<file path="src/shared/prot_irq_pkg.sv">
// Package: register map, field positions and reset values for protocol interrupt gating
package prot_irq_pkg;

    localparam int unsigned ADDR_W = 8;
    localparam int unsigned DATA_W = 16;

    // Register offsets (byte addresses on the plain register port)
    localparam logic [7:0] FLAGS_0_OFS  = 8'h0c;
    localparam logic [7:0] FLAGS_1_OFS  = 8'h0e;
    localparam logic [7:0] ENABLE_0_OFS = 8'h10;
    localparam logic [7:0] ENABLE_1_OFS = 8'h12;
    localparam logic [7:0] PENDING_OFS  = 8'h14;

    // Reset values
    localparam logic [15:0] ENABLE_RST = 16'h0000;
    localparam logic [15:0] FLAGS_RST  = 16'h0000;

    // Implemented bits; bits 7:6 and 3:0 of the second group are reserved
    localparam logic [15:0] GROUP_0_MASK = 16'hffff;
    localparam logic [15:0] GROUP_1_MASK = 16'hff30;

    // First group field positions
    localparam int unsigned FATAL_ERROR_BIT     = 15;
    localparam int unsigned INTERNAL_ERROR_BIT  = 14;
    localparam int unsigned ILLEGAL_CONFIG_BIT  = 13;
    localparam int unsigned COLDSTART_ABORT_BIT = 12;
    localparam int unsigned MISSING_RATE_BIT    = 11;
    localparam int unsigned MISSING_OFFSET_BIT  = 10;
    localparam int unsigned CORR_LIMIT_BIT      = 9;
    localparam int unsigned MAX_SYNC_BIT        = 8;
    localparam int unsigned TEST_SYMBOL_BIT     = 7;
    localparam int unsigned LATEST_TX_B_BIT     = 6;
    localparam int unsigned LATEST_TX_A_BIT     = 5;
    localparam int unsigned BOUNDARY_B_BIT      = 4;
    localparam int unsigned BOUNDARY_A_BIT      = 3;
    localparam int unsigned TIMER_TWO_BIT       = 2;
    localparam int unsigned TIMER_ONE_BIT       = 1;
    localparam int unsigned CYCLE_START_BIT     = 0;

    // Second group field positions
    localparam int unsigned ERROR_MODE_BIT      = 15;
    localparam int unsigned ILLEGAL_CMD_BIT     = 14;
    localparam int unsigned ENGINE_FAIL_BIT     = 13;
    localparam int unsigned STATE_CHANGE_BIT    = 12;
    localparam int unsigned SLOT_COUNTER_LSB    = 8;
    localparam int unsigned SLOT_COUNTER_MSB    = 11;
    localparam int unsigned EVEN_TABLE_BIT      = 5;
    localparam int unsigned ODD_TABLE_BIT       = 4;

endpackage

</file>
<file path="src/verilog/flag_group.sv">
// Sticky flag group with write-one-to-clear and enable gating
`timescale 1ns/10ps
module flag_group
    import prot_irq_pkg::*;
#(
    parameter int unsigned WIDTH = 16,
    parameter logic [15:0] MASK  = 16'hffff
) (
    input  wire logic             core_clk,
    input  wire logic             rst,
    input  wire logic [WIDTH-1:0] set_evt,
    input  wire logic             clr_we,
    input  wire logic [WIDTH-1:0] clr_data,
    input  wire logic [WIDTH-1:0] enable,
    output logic      [WIDTH-1:0] flags,
    output logic                  pending
);

    // Masks and reset values are 16 bits wide, so other widths cannot be served
    if (WIDTH != 16) begin : g_width_check
        $error("flag_group supports only 16-bit groups");
    end

    logic [WIDTH-1:0] flags_nxt;

    // Set wins over a simultaneous clear; a 0 written leaves a flag alone
    always_comb begin
        flags_nxt = flags;
        if (clr_we) begin
            flags_nxt = flags_nxt & ~clr_data;
        end
        flags_nxt = (flags_nxt | set_evt) & MASK;
    end

    always_ff @(posedge core_clk or posedge rst) begin
        if (rst) begin
            flags <= FLAGS_RST;
        end else begin
            flags <= flags_nxt;
        end
    end

    // Flags set even when gated off; only the request is blocked
    assign pending = |(flags & enable & MASK);

endmodule

</file>
<file path="src/verilog/protocol_irq_gate.sv">
// Protocol interrupt enable gating: enable registers, flag groups, request output
// What this block does
// - First enable register gates first flag group
// - Bit 15 gates fatal protocol error
// - Bit 14 gates internal protocol error
// - Bit 13 gates illegal configuration
// - Bit 12 gates cold start abort
// - Bits 11,10 gate missing rate/offset correction
// - Bit 9 gates correction limit reached
// - Bit 8 gates max sync frames
// - Bit 7 gates test symbol received
// - Bits 6,5 gate latest transmit B/A
// - Bits 4,3 gate boundary violation B/A
// - Bit 1 gates timer one expired
// - Bit 2 gates timer two expired
// - Bit 0 gates cycle start
// - Second enable register gates second flag group
// - Bit 15 gates error mode changed
// - Bit 14 gates illegal control command
// - Bit 13 gates engine communication failure
// - Bit 12 gates protocol state changed
// - Bits 11-8 gate four slot counters
// - Bits 5,4 gate even/odd table written
// - Writing one clears flag, zero keeps
// - Simultaneous set and clear keeps set
`timescale 1ns/10ps
module protocol_irq_gate
    import prot_irq_pkg::*;
(
    input  wire logic              core_clk,
    input  wire logic              rst,
    input  wire logic [ADDR_W-1:0] addr,
    input  wire logic [DATA_W-1:0] wdata,
    input  wire logic              wr_stb,
    input  wire logic              rd_stb,
    output logic      [DATA_W-1:0] rdata,
    input  wire logic              fatal_error_set,
    input  wire logic              internal_error_set,
    input  wire logic              illegal_config_set,
    input  wire logic              coldstart_abort_set,
    input  wire logic              missing_rate_corr_set,
    input  wire logic              missing_offset_corr_set,
    input  wire logic              corr_limit_set,
    input  wire logic              max_sync_set,
    input  wire logic              test_symbol_set,
    input  wire logic              latest_tx_b_set,
    input  wire logic              latest_tx_a_set,
    input  wire logic              boundary_viol_b_set,
    input  wire logic              boundary_viol_a_set,
    input  wire logic              timer_two_set,
    input  wire logic              timer_one_set,
    input  wire logic              cycle_start_set,
    input  wire logic              error_mode_change_set,
    input  wire logic              illegal_command_set,
    input  wire logic              engine_comm_fail_set,
    input  wire logic              state_change_set,
    input  wire logic [3:0]        slot_counter_set,
    input  wire logic              even_table_set,
    input  wire logic              odd_table_set,
    output logic                   protocol_irq
);

    ////////////////////////////////////////////////////////////////////////////
    // Register storage

    logic [15:0] protocol_irq_enable_0_r;
    logic [15:0] protocol_irq_enable_1_r;
    logic [15:0] protocol_flags_0;
    logic [15:0] protocol_flags_1;
    logic [15:0] set_0;
    logic [15:0] set_1;
    logic        pending_0;
    logic        pending_1;
    logic        wr_en_0;
    logic        wr_en_1;
    logic        wr_fl_0;
    logic        wr_fl_1;
    logic [15:0] rdata_nxt;

    // Address decode shared by every write path
    function automatic logic hit(input logic [ADDR_W-1:0] a, input logic [7:0] ofs);
        hit = (a == ofs);
    endfunction

    assign wr_en_0 = wr_stb && hit(addr, ENABLE_0_OFS);
    assign wr_en_1 = wr_stb && hit(addr, ENABLE_1_OFS);
    assign wr_fl_0 = wr_stb && hit(addr, FLAGS_0_OFS);
    assign wr_fl_1 = wr_stb && hit(addr, FLAGS_1_OFS);

    ////////////////////////////////////////////////////////////////////////////
    // Enable registers, writable any time

    // First group enables; each bit is a plain gate per flag
    always_ff @(posedge core_clk or posedge rst) begin
        if (rst) begin
            protocol_irq_enable_0_r <= ENABLE_RST;
        end else if (wr_en_0) begin
            protocol_irq_enable_0_r <= wdata & GROUP_0_MASK;
        end
    end

    // Second group enables; reserved bits stay zero so they read back zero
    always_ff @(posedge core_clk or posedge rst) begin
        if (rst) begin
            protocol_irq_enable_1_r <= ENABLE_RST;
        end else if (wr_en_1) begin
            protocol_irq_enable_1_r <= wdata & GROUP_1_MASK;
        end
    end

    ////////////////////////////////////////////////////////////////////////////
    // Event mapping onto flag positions

    // First group: bit positions match the enable bits that gate them
    always_comb begin
        set_0                      = 16'h0000;
        set_0[FATAL_ERROR_BIT]     = fatal_error_set;
        set_0[INTERNAL_ERROR_BIT]  = internal_error_set;
        set_0[ILLEGAL_CONFIG_BIT]  = illegal_config_set;
        set_0[COLDSTART_ABORT_BIT] = coldstart_abort_set;
        set_0[MISSING_RATE_BIT]    = missing_rate_corr_set;
        set_0[MISSING_OFFSET_BIT]  = missing_offset_corr_set;
        set_0[CORR_LIMIT_BIT]      = corr_limit_set;
        set_0[MAX_SYNC_BIT]        = max_sync_set;
        set_0[TEST_SYMBOL_BIT]     = test_symbol_set;
        set_0[LATEST_TX_B_BIT]     = latest_tx_b_set;
        set_0[LATEST_TX_A_BIT]     = latest_tx_a_set;
        set_0[BOUNDARY_B_BIT]      = boundary_viol_b_set;
        set_0[BOUNDARY_A_BIT]      = boundary_viol_a_set;
        set_0[TIMER_TWO_BIT]       = timer_two_set;
        set_0[TIMER_ONE_BIT]       = timer_one_set;
        set_0[CYCLE_START_BIT]     = cycle_start_set;
    end

    // Second group: reserved positions never set
    always_comb begin
        set_1                   = 16'h0000;
        set_1[ERROR_MODE_BIT]   = error_mode_change_set;
        set_1[ILLEGAL_CMD_BIT]  = illegal_command_set;
        set_1[ENGINE_FAIL_BIT]  = engine_comm_fail_set;
        set_1[STATE_CHANGE_BIT] = state_change_set;
        set_1[SLOT_COUNTER_MSB:SLOT_COUNTER_LSB] = slot_counter_set;
        set_1[EVEN_TABLE_BIT]   = even_table_set;
        set_1[ODD_TABLE_BIT]    = odd_table_set;
    end

    ////////////////////////////////////////////////////////////////////////////
    // Flag groups

    flag_group #(
        .WIDTH (16),
        .MASK  (GROUP_0_MASK)
    ) u_group_0 (
        .core_clk (core_clk),
        .rst      (rst),
        .set_evt  (set_0),
        .clr_we   (wr_fl_0),
        .clr_data (wdata),
        .enable   (protocol_irq_enable_0_r),
        .flags    (protocol_flags_0),
        .pending  (pending_0)
    );

    flag_group #(
        .WIDTH (16),
        .MASK  (GROUP_1_MASK)
    ) u_group_1 (
        .core_clk (core_clk),
        .rst      (rst),
        .set_evt  (set_1),
        .clr_we   (wr_fl_1),
        .clr_data (wdata),
        .enable   (protocol_irq_enable_1_r),
        .flags    (protocol_flags_1),
        .pending  (pending_1)
    );

    ////////////////////////////////////////////////////////////////////////////
    // Request output, registered so it leaves straight from a flip-flop

    // One cycle behind the flags; keeps the pin glitch free
    always_ff @(posedge core_clk or posedge rst) begin
        if (rst) begin
            protocol_irq <= 1'b0;
        end else begin
            protocol_irq <= pending_0 | pending_1;
        end
    end

    ////////////////////////////////////////////////////////////////////////////
    // Read path: data valid in the cycle after the read strobe only

    always_comb begin
        rdata_nxt = 16'h0000;
        if (rd_stb) begin
            unique case (addr)
                FLAGS_0_OFS:  rdata_nxt = protocol_flags_0;
                FLAGS_1_OFS:  rdata_nxt = protocol_flags_1;
                ENABLE_0_OFS: rdata_nxt = protocol_irq_enable_0_r;
                ENABLE_1_OFS: rdata_nxt = protocol_irq_enable_1_r;
                PENDING_OFS:  rdata_nxt = {14'h0000, pending_1, pending_0};
                default:      rdata_nxt = 16'h0000; // Unmapped reads zero
            endcase
        end
    end

    always_ff @(posedge core_clk or posedge rst) begin
        if (rst) begin
            rdata <= 16'h0000;
        end else begin
            rdata <= rdata_nxt;
        end
    end
endmodule

</file>
<file path="config.mk">
export PLATFORM = sky130hd
export DESIGN_NAME = protocol_irq_gate
export DESIGN_NICKNAME = d
export VERILOG_FILES = /design/src/shared/prot_irq_pkg.sv /design/src/verilog/flag_group.sv /design/src/verilog/protocol_irq_gate.sv
export SDC_FILE = /design/constraint.sdc
export NUM_CORES = 1
export LEC_CHECK = 0
export ABC_AREA = 1
export BUFFER_PORTS_ARGS = -buffer_cell sky130_fd_sc_hd__buf_2
export CORE_MARGIN = 4
export CORE_UTILIZATION = 30
export CTS_BUF_LIST = sky130_fd_sc_hd__clkbuf_16
export DETAILED_ROUTE_END_ITERATION = 10
export GPL_TIMING_DRIVEN = 0
export PLACE_DENSITY = 0.57
export RECOVER_POWER = 50
export SETUP_SLACK_MARGIN = 0.5
export SYNTH_ARGS = -nofsm -noshare
export SYNTH_HDL_FRONTEND = slang
export SYNTH_HIERARCHICAL = 1
export SYNTH_SLANG_ARGS = --single-unit
export TNS_END_PERCENT = 5
</file>
<file path="constraint.sdc">
create_clock -name core_clk -period 3 [get_ports core_clk]
set_clock_uncertainty 0.1 [all_clocks]
set_input_delay 0.6 -clock core_clk [delete_from_list [all_inputs] [get_ports core_clk]]
set_output_delay 0.6 -clock core_clk [all_outputs]
set_load 0.01 [all_outputs]
</file>
[Word level (Yosys, flattened, before mapping)]
Cells that the tools add are included.
Word-level totals
  register bits: 69
  output and inout bits: 17
Cells by class
  equality and inequality tests: 5
  muxes and demuxes: 4
  bitwise operators: 8
  reductions and logical operators: 6
Operators by type and width (count)
  case mux 16 bit (5 select lines): 1
  AND 16 bit: 4
  2-to-1 mux 16 bit: 3
  bitwise OR 16 bit: 2
  equality test 8 x 5 -> 1 bit, second input constant: 3
  equality test 8 x 4 -> 1 bit, second input constant: 2
  inverter 16 bit: 1
  OR reduction 16 bit: 1
  OR reduction 10 bit: 1
  logical AND 1 bit: 4
  bitwise OR 1 bit: 1

[Longest topological paths before layout]
Gate-level depths: netlist (run 1).
  depth in word-level cells: 4
  mapped depth: 10
  gate-level depth less buffers: 10

[Cells and area by module]
Netlist (run 1), hierarchy kept.
By module, submodules not included
  protocol_irq_gate: times used 1, cells an instance 299, area an instance 2264.7 µm²
  flag_group at u_group_0: times used 1, cells an instance 86, area an instance 749.5 µm²
  flag_group at u_group_1: times used 1, cells an instance 58, area an instance 499.2 µm²

[Least setup slack after synthesis (run 1)]
No wires, ideal clock.
  kind: input port to flip-flop
  from: input addr[7]
  to: register u_group_0.flags[10]
  setup time: 0.118 ns
  arrival: 1.664 ns
  data required time: 2.782 ns
  path slack: 1.118 ns
  stages: 9
  path through: nor2_2 -> nand2_1 -> nor2_2 -> inv_2 -> nor2_1 -> buf_6 -> buf_12 -> nand2_1 -> a21o_1
Between the ends
  cells in the longest elaborated chain, start to end: 4
RTL lines
  from (decl): RTL line protocol_irq_gate.sv:32  | input wire logic [ADDR_W-1:0] addr,
  equality test 8 x 4 -> 1 bit: RTL line protocol_irq_gate.sv:82  | hit = (a == ofs);
  logical AND 1 bit: RTL line protocol_irq_gate.sv:87  | assign wr_fl_0 = wr_stb && hit(addr, FLAGS_0_OFS);
  via wr_fl_0: RTL line protocol_irq_gate.sv:76  | logic wr_fl_0;
  2-to-1 mux 16 bit: RTL line flag_group.sv:29  | if (clr_we) begin
  bitwise OR 16 bit: RTL line flag_group.sv:32  | flags_nxt = (flags_nxt | set_evt) & MASK;
  via u_group_0.flags_nxt[10]: RTL line flag_group.sv:24  | logic [WIDTH-1:0] flags_nxt;
  to (signal assigned): RTL line flag_group.sv:39  | flags <= flags_nxt;
  to (decl): RTL line flag_group.sv:15  | output logic [WIDTH-1:0] flags,
The timed path passes the listed nets, and every way through them passes these cells.
A chain may end at the register's enable or synchronous reset.

[Worst setup path after layout (run 1)]
  from: input addr[0]
  to: register rdata[14]
Between the ends
  cells in the longest elaborated chain, start to end: 3
  elaborated cells between the ends (all ways): 7
  those cells by class: eq/ne (5); mux (2)
RTL lines
  equality test 8 x 5 -> 1 bit / equality test 8 x 4 -> 1 bit (equally long branches): RTL line protocol_irq_gate.sv:196  | unique case (addr)
  case mux 16 bit (5 select lines) (*): RTL line protocol_irq_gate.sv:196
  2-to-1 mux 16 bit (*): RTL line protocol_irq_gate.sv:195  | if (rd_stb) begin
  via rdata_nxt[14]: RTL line protocol_irq_gate.sv:78  | logic [15:0] rdata_nxt;
  to (signal assigned): RTL line protocol_irq_gate.sv:211  | rdata <= rdata_nxt;
  to (decl): RTL line protocol_irq_gate.sv:36  | output logic [DATA_W-1:0] rdata,
Mark *: on every way through the listed nets, which the timed path passes. The rest lies on a longest branch.

==> results.md, run 1 <==
* Root buffer cell: clkbuf_16
* Slew margin rel. at 0.520
* Syn Area/Cell at ~7.9 um2
* FF-to-FF End: protocol_irq$_DFF_PP0_
* R2R depth at 5
* Clock Latency Late Sink at 330 ps
* Maximum capacitance violations at 0
* Overflow after GRT at 0
* Vias after detailed routing at around 3100
* LEAKAGE at 2.24 nW
* Pre-antenna DRT Iters at 4
* Synth Instances at 442
* Die area at approximately 13000 um2
* Critical-path maximum fanout at 10
* Slew @ Worst Pin at 719 ps
* IO Pins at 71
* Post-CTS sizing at 0
* Area grow syn2layout at 22.6%
* Area of the core at roughly 11000 um2
* Port bufs at 69
* Pre-CTS WS at 626 ps
* Post-DRT Antenna Nets at 0
* Reg2reg start: u_group_1/flags[5]$_DFF_PP0_
* Ant. Diodes at 0
* Antenna violations before repair at 0
* Hold-fix buffers, CTS at 0
* Hpwl dp at 7.59 mm
* RSZ-0062 raised after global routing: no
* Type of the worst min-delay path: in2async
* WL final at roughly 9.9 mm
* Nets at slightly below 600
* Fin crit period at roughly 2200 ps
* Die width at 116 um
* Maximum clock path buffer count at 2
* Post-Syn Area at between 3000 and 4000 um2
* Fmax at 0.446 GHz
* Hold slack at 156 ps
* Worst VDD drop at between 200 and 250 uV
* Finished Core Util at 0.377
* PD cells at 492 nW/um2
* Final setup margin at between 700 and 800 ps
* Vias/cell at roughly 4.6
* Tot Pwr at 2.12 mW
* DRT iter0 DRCs at 170
* Placed cell count at 660
* YS warnings at 6
* Critical Path Start Type: primary input
* Commonest cells after routing, fill and taps aside: nand2_1 (172), dfrtp_1 (69), buf_2 (68)
* Die height at ~120 um
* Vias in the first global route at 3060
* Share of cells above drive strength 1 at 0.222
* Critical path type: in2reg
* Routability cong. at 0.857
* Clock slew at reported path FFs at 50 ps
* Reg2reg setup slack at 1600 ps
* Slew Viols, Final at 0
* Post-Layout Cell Count at 675
* Largest net degree at the start of global routing at 34
* Critical path arrival at 2400 ps
* Setup TNS Final at 0 ps
* First-pass GRT wire length at 15.8 mm
* CTS tree: built
* Most common cell after layout, fill and taps aside: nand2_1
* Initial core utilization at 0.307
* DRC Markers at 0
* H-Tree Depth at 3
* CTS Buf Count at 9
* Critical path launch point: addr[0]
* Setup crit end kind: flop
* Setup crit end: rdata[14]$_DFF_PP0_
* Final setup fails at 0
* Dpl cell area at 4070 um2
* Post-CTS Setup Inserts at 0
* Tcrit/Tclk final at 0.747
* Routed length per instance at between 10 and 15 um
* Run status: finished clean
* Site Rows at 39
* GRT Overall Usage at 0.155
* Crit path required time at 3160 ps
* Final hold vios at 0
* Final instance area at 4300 um2
* Sinks on Clock Net at 69
-- how the worst min path moves through the flow --
| stage | start | end | slack, ps | cells after the start |
|---|---|---|---|---|
| finish | rst | u_group_1/flags[8]$_DFF_PP0_ | 160 | 2 |
| global route | rst | u_group_1/flags[8]$_DFF_PP0_ | 200 | 2 |
| global placement | protocol_irq_enable_0_r[11]$_DFFE_PP0P_ | protocol_irq_enable_0_r[11]$_DFFE_PP0P_ | 380 | 2 |
| CTS | rst | protocol_irq_enable_1_r[8]$_DFFE_PP0P_ | 130 | 2 |
| floorplan | rst | u_group_1/flags[10]$_DFF_PP0_ | 340 | 1 |
| detailed placement | protocol_irq_enable_0_r[5]$_DFFE_PP0P_ | protocol_irq_enable_0_r[5]$_DFFE_PP0P_ | 380 | 2 |
-- per-layer routing --
metal  wire length [um]  GRT usage  part of all wire  vias up
met3                616     0.0316             0.062       13
met4                180     0.0596             0.018        0
li1                   -          -                 -     1548
met1               4590      0.217              0.47     1443
met5                  0          0                 0        -
met2               4470      0.239              0.45       92
-- state kept, by name, indices dropped and copies added (netlist names) --
| name | flops |
|---|---|
| protocol_irq_enable_0_r | 16 |
| rdata | 16 |
| u_group_0/flags | 16 |
| protocol_irq_enable_1_r | 10 |
| u_group_1/flags | 10 |
| protocol_irq | 1 |
-- where the power goes --
| part | total [mW] | internal [mW] | switching [mW] | leakage, nW |
|---|---|---|---|---|
| logic | 0.163 | 0.0586 | 0.104 | 1.29 |
| clock network | 0.991 | 0.623 | 0.368 | 0.144 |
| registers | 0.963 | 0.950 | 0.0132 | 0.804 |
-- critical path, stage by stage --
cell	delay, ps
buf_2	110
inv_1	140
nand2_2	80
nor2_1	280
nand2_1	180
clkinvlp_2	270
clkbuf_1	430
nand2_1	90
nand2_1	80
nor2_1	50
nor2_1	80
-- area by class of cell --
| class | count | area, um2 |
|---|---|---|
| Buffer | 18 | 151 |
| Clock buffer | 9 | 225 |
| Clock inverter | 6 | 48.8 |
| Fill cell | 1226 | 7120 |
| Inverter | 36 | 138 |
| Multi-Input combinational cell | 324 | 1470 |
| Sequential cell | 69 | 1730 |
| Tap cell | 143 | 179 |
| Timing Repair Buffer | 70 | 364 |
(Power assumes the default switching activity.)
==> run 2: changes to the inputs <==
--- a/config.mk
+++ b/config.mk
@@ -12,7 +12,7 @@
 export CTS_BUF_LIST = sky130_fd_sc_hd__clkbuf_16
 export DETAILED_ROUTE_END_ITERATION = 10
 export GPL_TIMING_DRIVEN = 0
-export PLACE_DENSITY = 0.57
+export PLACE_DENSITY = 0.59
 export RECOVER_POWER = 50
 export SETUP_SLACK_MARGIN = 0.5
 export SYNTH_ARGS = -nofsm -noshare
==> constraint.sdc (replaced) <==
create_clock -name core_clk -period 1.9 [get_ports core_clk]
set_clock_uncertainty 0.1 [all_clocks]
set_input_delay 0.38 -clock core_clk [delete_from_list [all_inputs] [get_ports core_clk]]
set_output_delay 0.38 -clock core_clk [all_outputs]
set_load 0.01 [all_outputs]
==> run 2 against run 1 <==
Against the previous run: critical path type unchanged; non-clock buffer count rose by 5; sequential cell count unchanged; worst setup slack worse by 440 ps; routed wire length up 2.3%; die area is the same; global-route usage barely moved; critical endpoint is now protocol_irq_enable_1_r[10]$_DFFE_PP0P_; final area increased by 3.4%; largest cell class unchanged; clock power is 59% higher; clock-buffer cell count is the same; first-iteration DRC count rose by 3.5%; total power up 60%; combinational power increased by 70%.
==> results.md, run 2 (synthesis gave the netlist of run 1 again) <==
* Clock slew at reported path FFs at about 60 ps
* DRT iter0 DRCs at between 150 and 200
* WL final at 10.1 mm
* DRC Markers at 0
* Reg power frac at 0.450
* First-pass GRT wire length at 15.7 mm
* Largest delay contributor family on the critical path: buffers and inverters
* Share of cells above drive strength 1 at 0.257
* GRT Overall Usage at 0.155
* Ant. Diodes at 0
* NetSw at approximately 780 uW
* Sinks on Clock Net at just under 70
* Hpwl dp at 7.62 mm
* Largest registers: protocol_irq_enable_0_r (16), rdata (16), u_group_0/flags (16)
* Vias in the first global route at 3118
* Root buffer cell: clkbuf_16
* Antenna violations before repair at 0
* Overflow after GRT at 0
* Slew Viols, Final at 0
* Critical-path maximum fanout at 10
* Slew @ Worst Pin at 742 ps
* Largest net degree at the start of global routing at 34
* H-Tree Depth at 3
* Maximum capacitance violations at 0
* Vias/cell at 4.67
* Run status: finished clean
* Final hold vios at 0
* Maximum clock path buffer count at 2
* Type of the worst min-delay path: in2async
* Gate power share at 0.082
* R2R depth at 5
* WP depth at 6
* Slew margin rel. at 0.505
* Worst VDD drop at 433 uV
* Vias after detailed routing at 3175
* Tot Pwr at roughly 3.4 mW
* CTS Buf Count at 9
* Die area at 13500 um2
* Hold slack at 83.5 ps
* Commonest cells after routing, fill and taps aside: nand2_1 (168), buf_2 (70), dfrtp_1 (69)
* Critical path arrival at 1670 ps
* IO Pins at 71
* Routed length per instance at around 15 um
* Die width at 116 um
* Critical Path Start Type: primary input
* Tcrit/Tclk final at 0.833
* Site Rows at 39
* Switching Share at 0.232
* Slowest CP cell: clkbuf_1
* Crit path required time at 1990 ps
* Area grow syn2layout at 26.7%
* Clock power frac at 0.468
* Fin crit period at 1580 ps
* Final setup fails at 0
* Port bufs at 69
* LEAKAGE at ~2.3 nW
* Pre-antenna DRT Iters at 4
* Buf/Inv on CP at 3
* Initial core utilization at 0.307
* Post-DRT Antenna Nets at 0
* RSZ-0062 raised after global routing: yes
* Routability cong. at 0.878
* Finished Core Util at 0.390
* P_int at 2.59 mW
* Die height at 116 um
* Worst path cell trace: buf_2 > inv_2 > nand2_2 > nor4_1 > clkbuf_1 > o21ai_0
* Setup crit end kind: flop
* Filler Cell Count at roughly 1200
* CTS tree: built
* PD cells at 759 nW/um2
* Crit-path max cell delay at 450 ps
* Most common cell after layout, fill and taps aside: nand2_1
* Critical path type: in2reg
* Fmax at 0.632 GHz
* Area of the core at 11400 um2
* Clock Latency Late Sink at approximately 330 ps
* Nets at 587
==> run 2: cell count changes in the layout (fill, tap and decap cells not counted), sizes merged <==
cell	before	now
buf	83	90
clkbuf	14	11
clkinv	4	5
dlygate4sd3	0	1
inv	36	35
==> run 2: routing by layer <==
layer  track usage  wire length [um]  vias up
met3        0.0368               740       15
li1              -                 -     1561
met4        0.0688               214        0
met1         0.209              4420     1492
met2         0.240              4700      107
met5             0                 0        -
==> run 2: cell type report <==
cell class,instances,area [um2],area share
plain buffers,18,164,0.0368
clock buffers,9,225,0.0506
inverters,36,144,0.0323
flip-flops and latches,69,1730,0.388
well taps,143,179,0.0402
clock inverters,6,56.3,0.0127
repair buffers,75,418,0.0940
multi-input cells,324,1540,0.345
==> run 2: power by group through the flow <==
stage          Clock [mW]  Sequential [mW]  Combinational, mW
3_5_place_dp            0             1.54              0.272
4_1_cts              1.61             1.52              0.276
6_report             1.58             1.52              0.277
5_1_grt              1.70             1.52              0.313
2_1_floorplan           0             1.54              0.139
3_3_place_gp            0             1.54              0.262
==> run 2: final timing paths <==
path | from | end | slack (ps)
max | addr[0] | protocol_irq_enable_1_r[10]$_DFFE_PP0P_ | 320
min | rst | u_group_0/flags[7]$_DFF_PP0_ | 80
max reg2reg | u_group_1/flags[5]$_DFF_PP0_ | protocol_irq$_DFF_PP0_ | 530
min reg2reg | protocol_irq_enable_0_r[8]$_DFFE_PP0P_ | protocol_irq_enable_0_r[8]$_DFFE_PP0P_ | 390
max in group asynchronous | rst | rdata[4]$_DFF_PP0_ | 560
min in group core_clk | error_mode_change_set | u_group_1/flags[15]$_DFF_PP0_ | 130
==> run 2: repair_timing <==
action | CTS | global route
setup buffers | 1 | 3
hold buffers | 1 | 0
resized for setup | 1 | 8
setup endpoints to repair | 14 | 36
pin swaps | 1 | 2
hold endpoints to repair | 20 | 0
==> run 2: worst reg2reg max path, stage by stage (launching register included) <==
cell	delay, ps
dfrtp_1	410
nand2_1	80
nand2_1	60
nor2_2	150
nand3_2	130
or2_2	310
==> run 2: through the flow <==
step	cells	area (um2)	setup WS (ps)	setup TNS, ps
after global routing	680	4450	270	0
after detailed placement	660	4110	8.46	0
after global placement	659	4090	-272	-11560
after floorplan	447	3560	399	0
final	680	4450	317	0
after CTS	677	4410	487	0
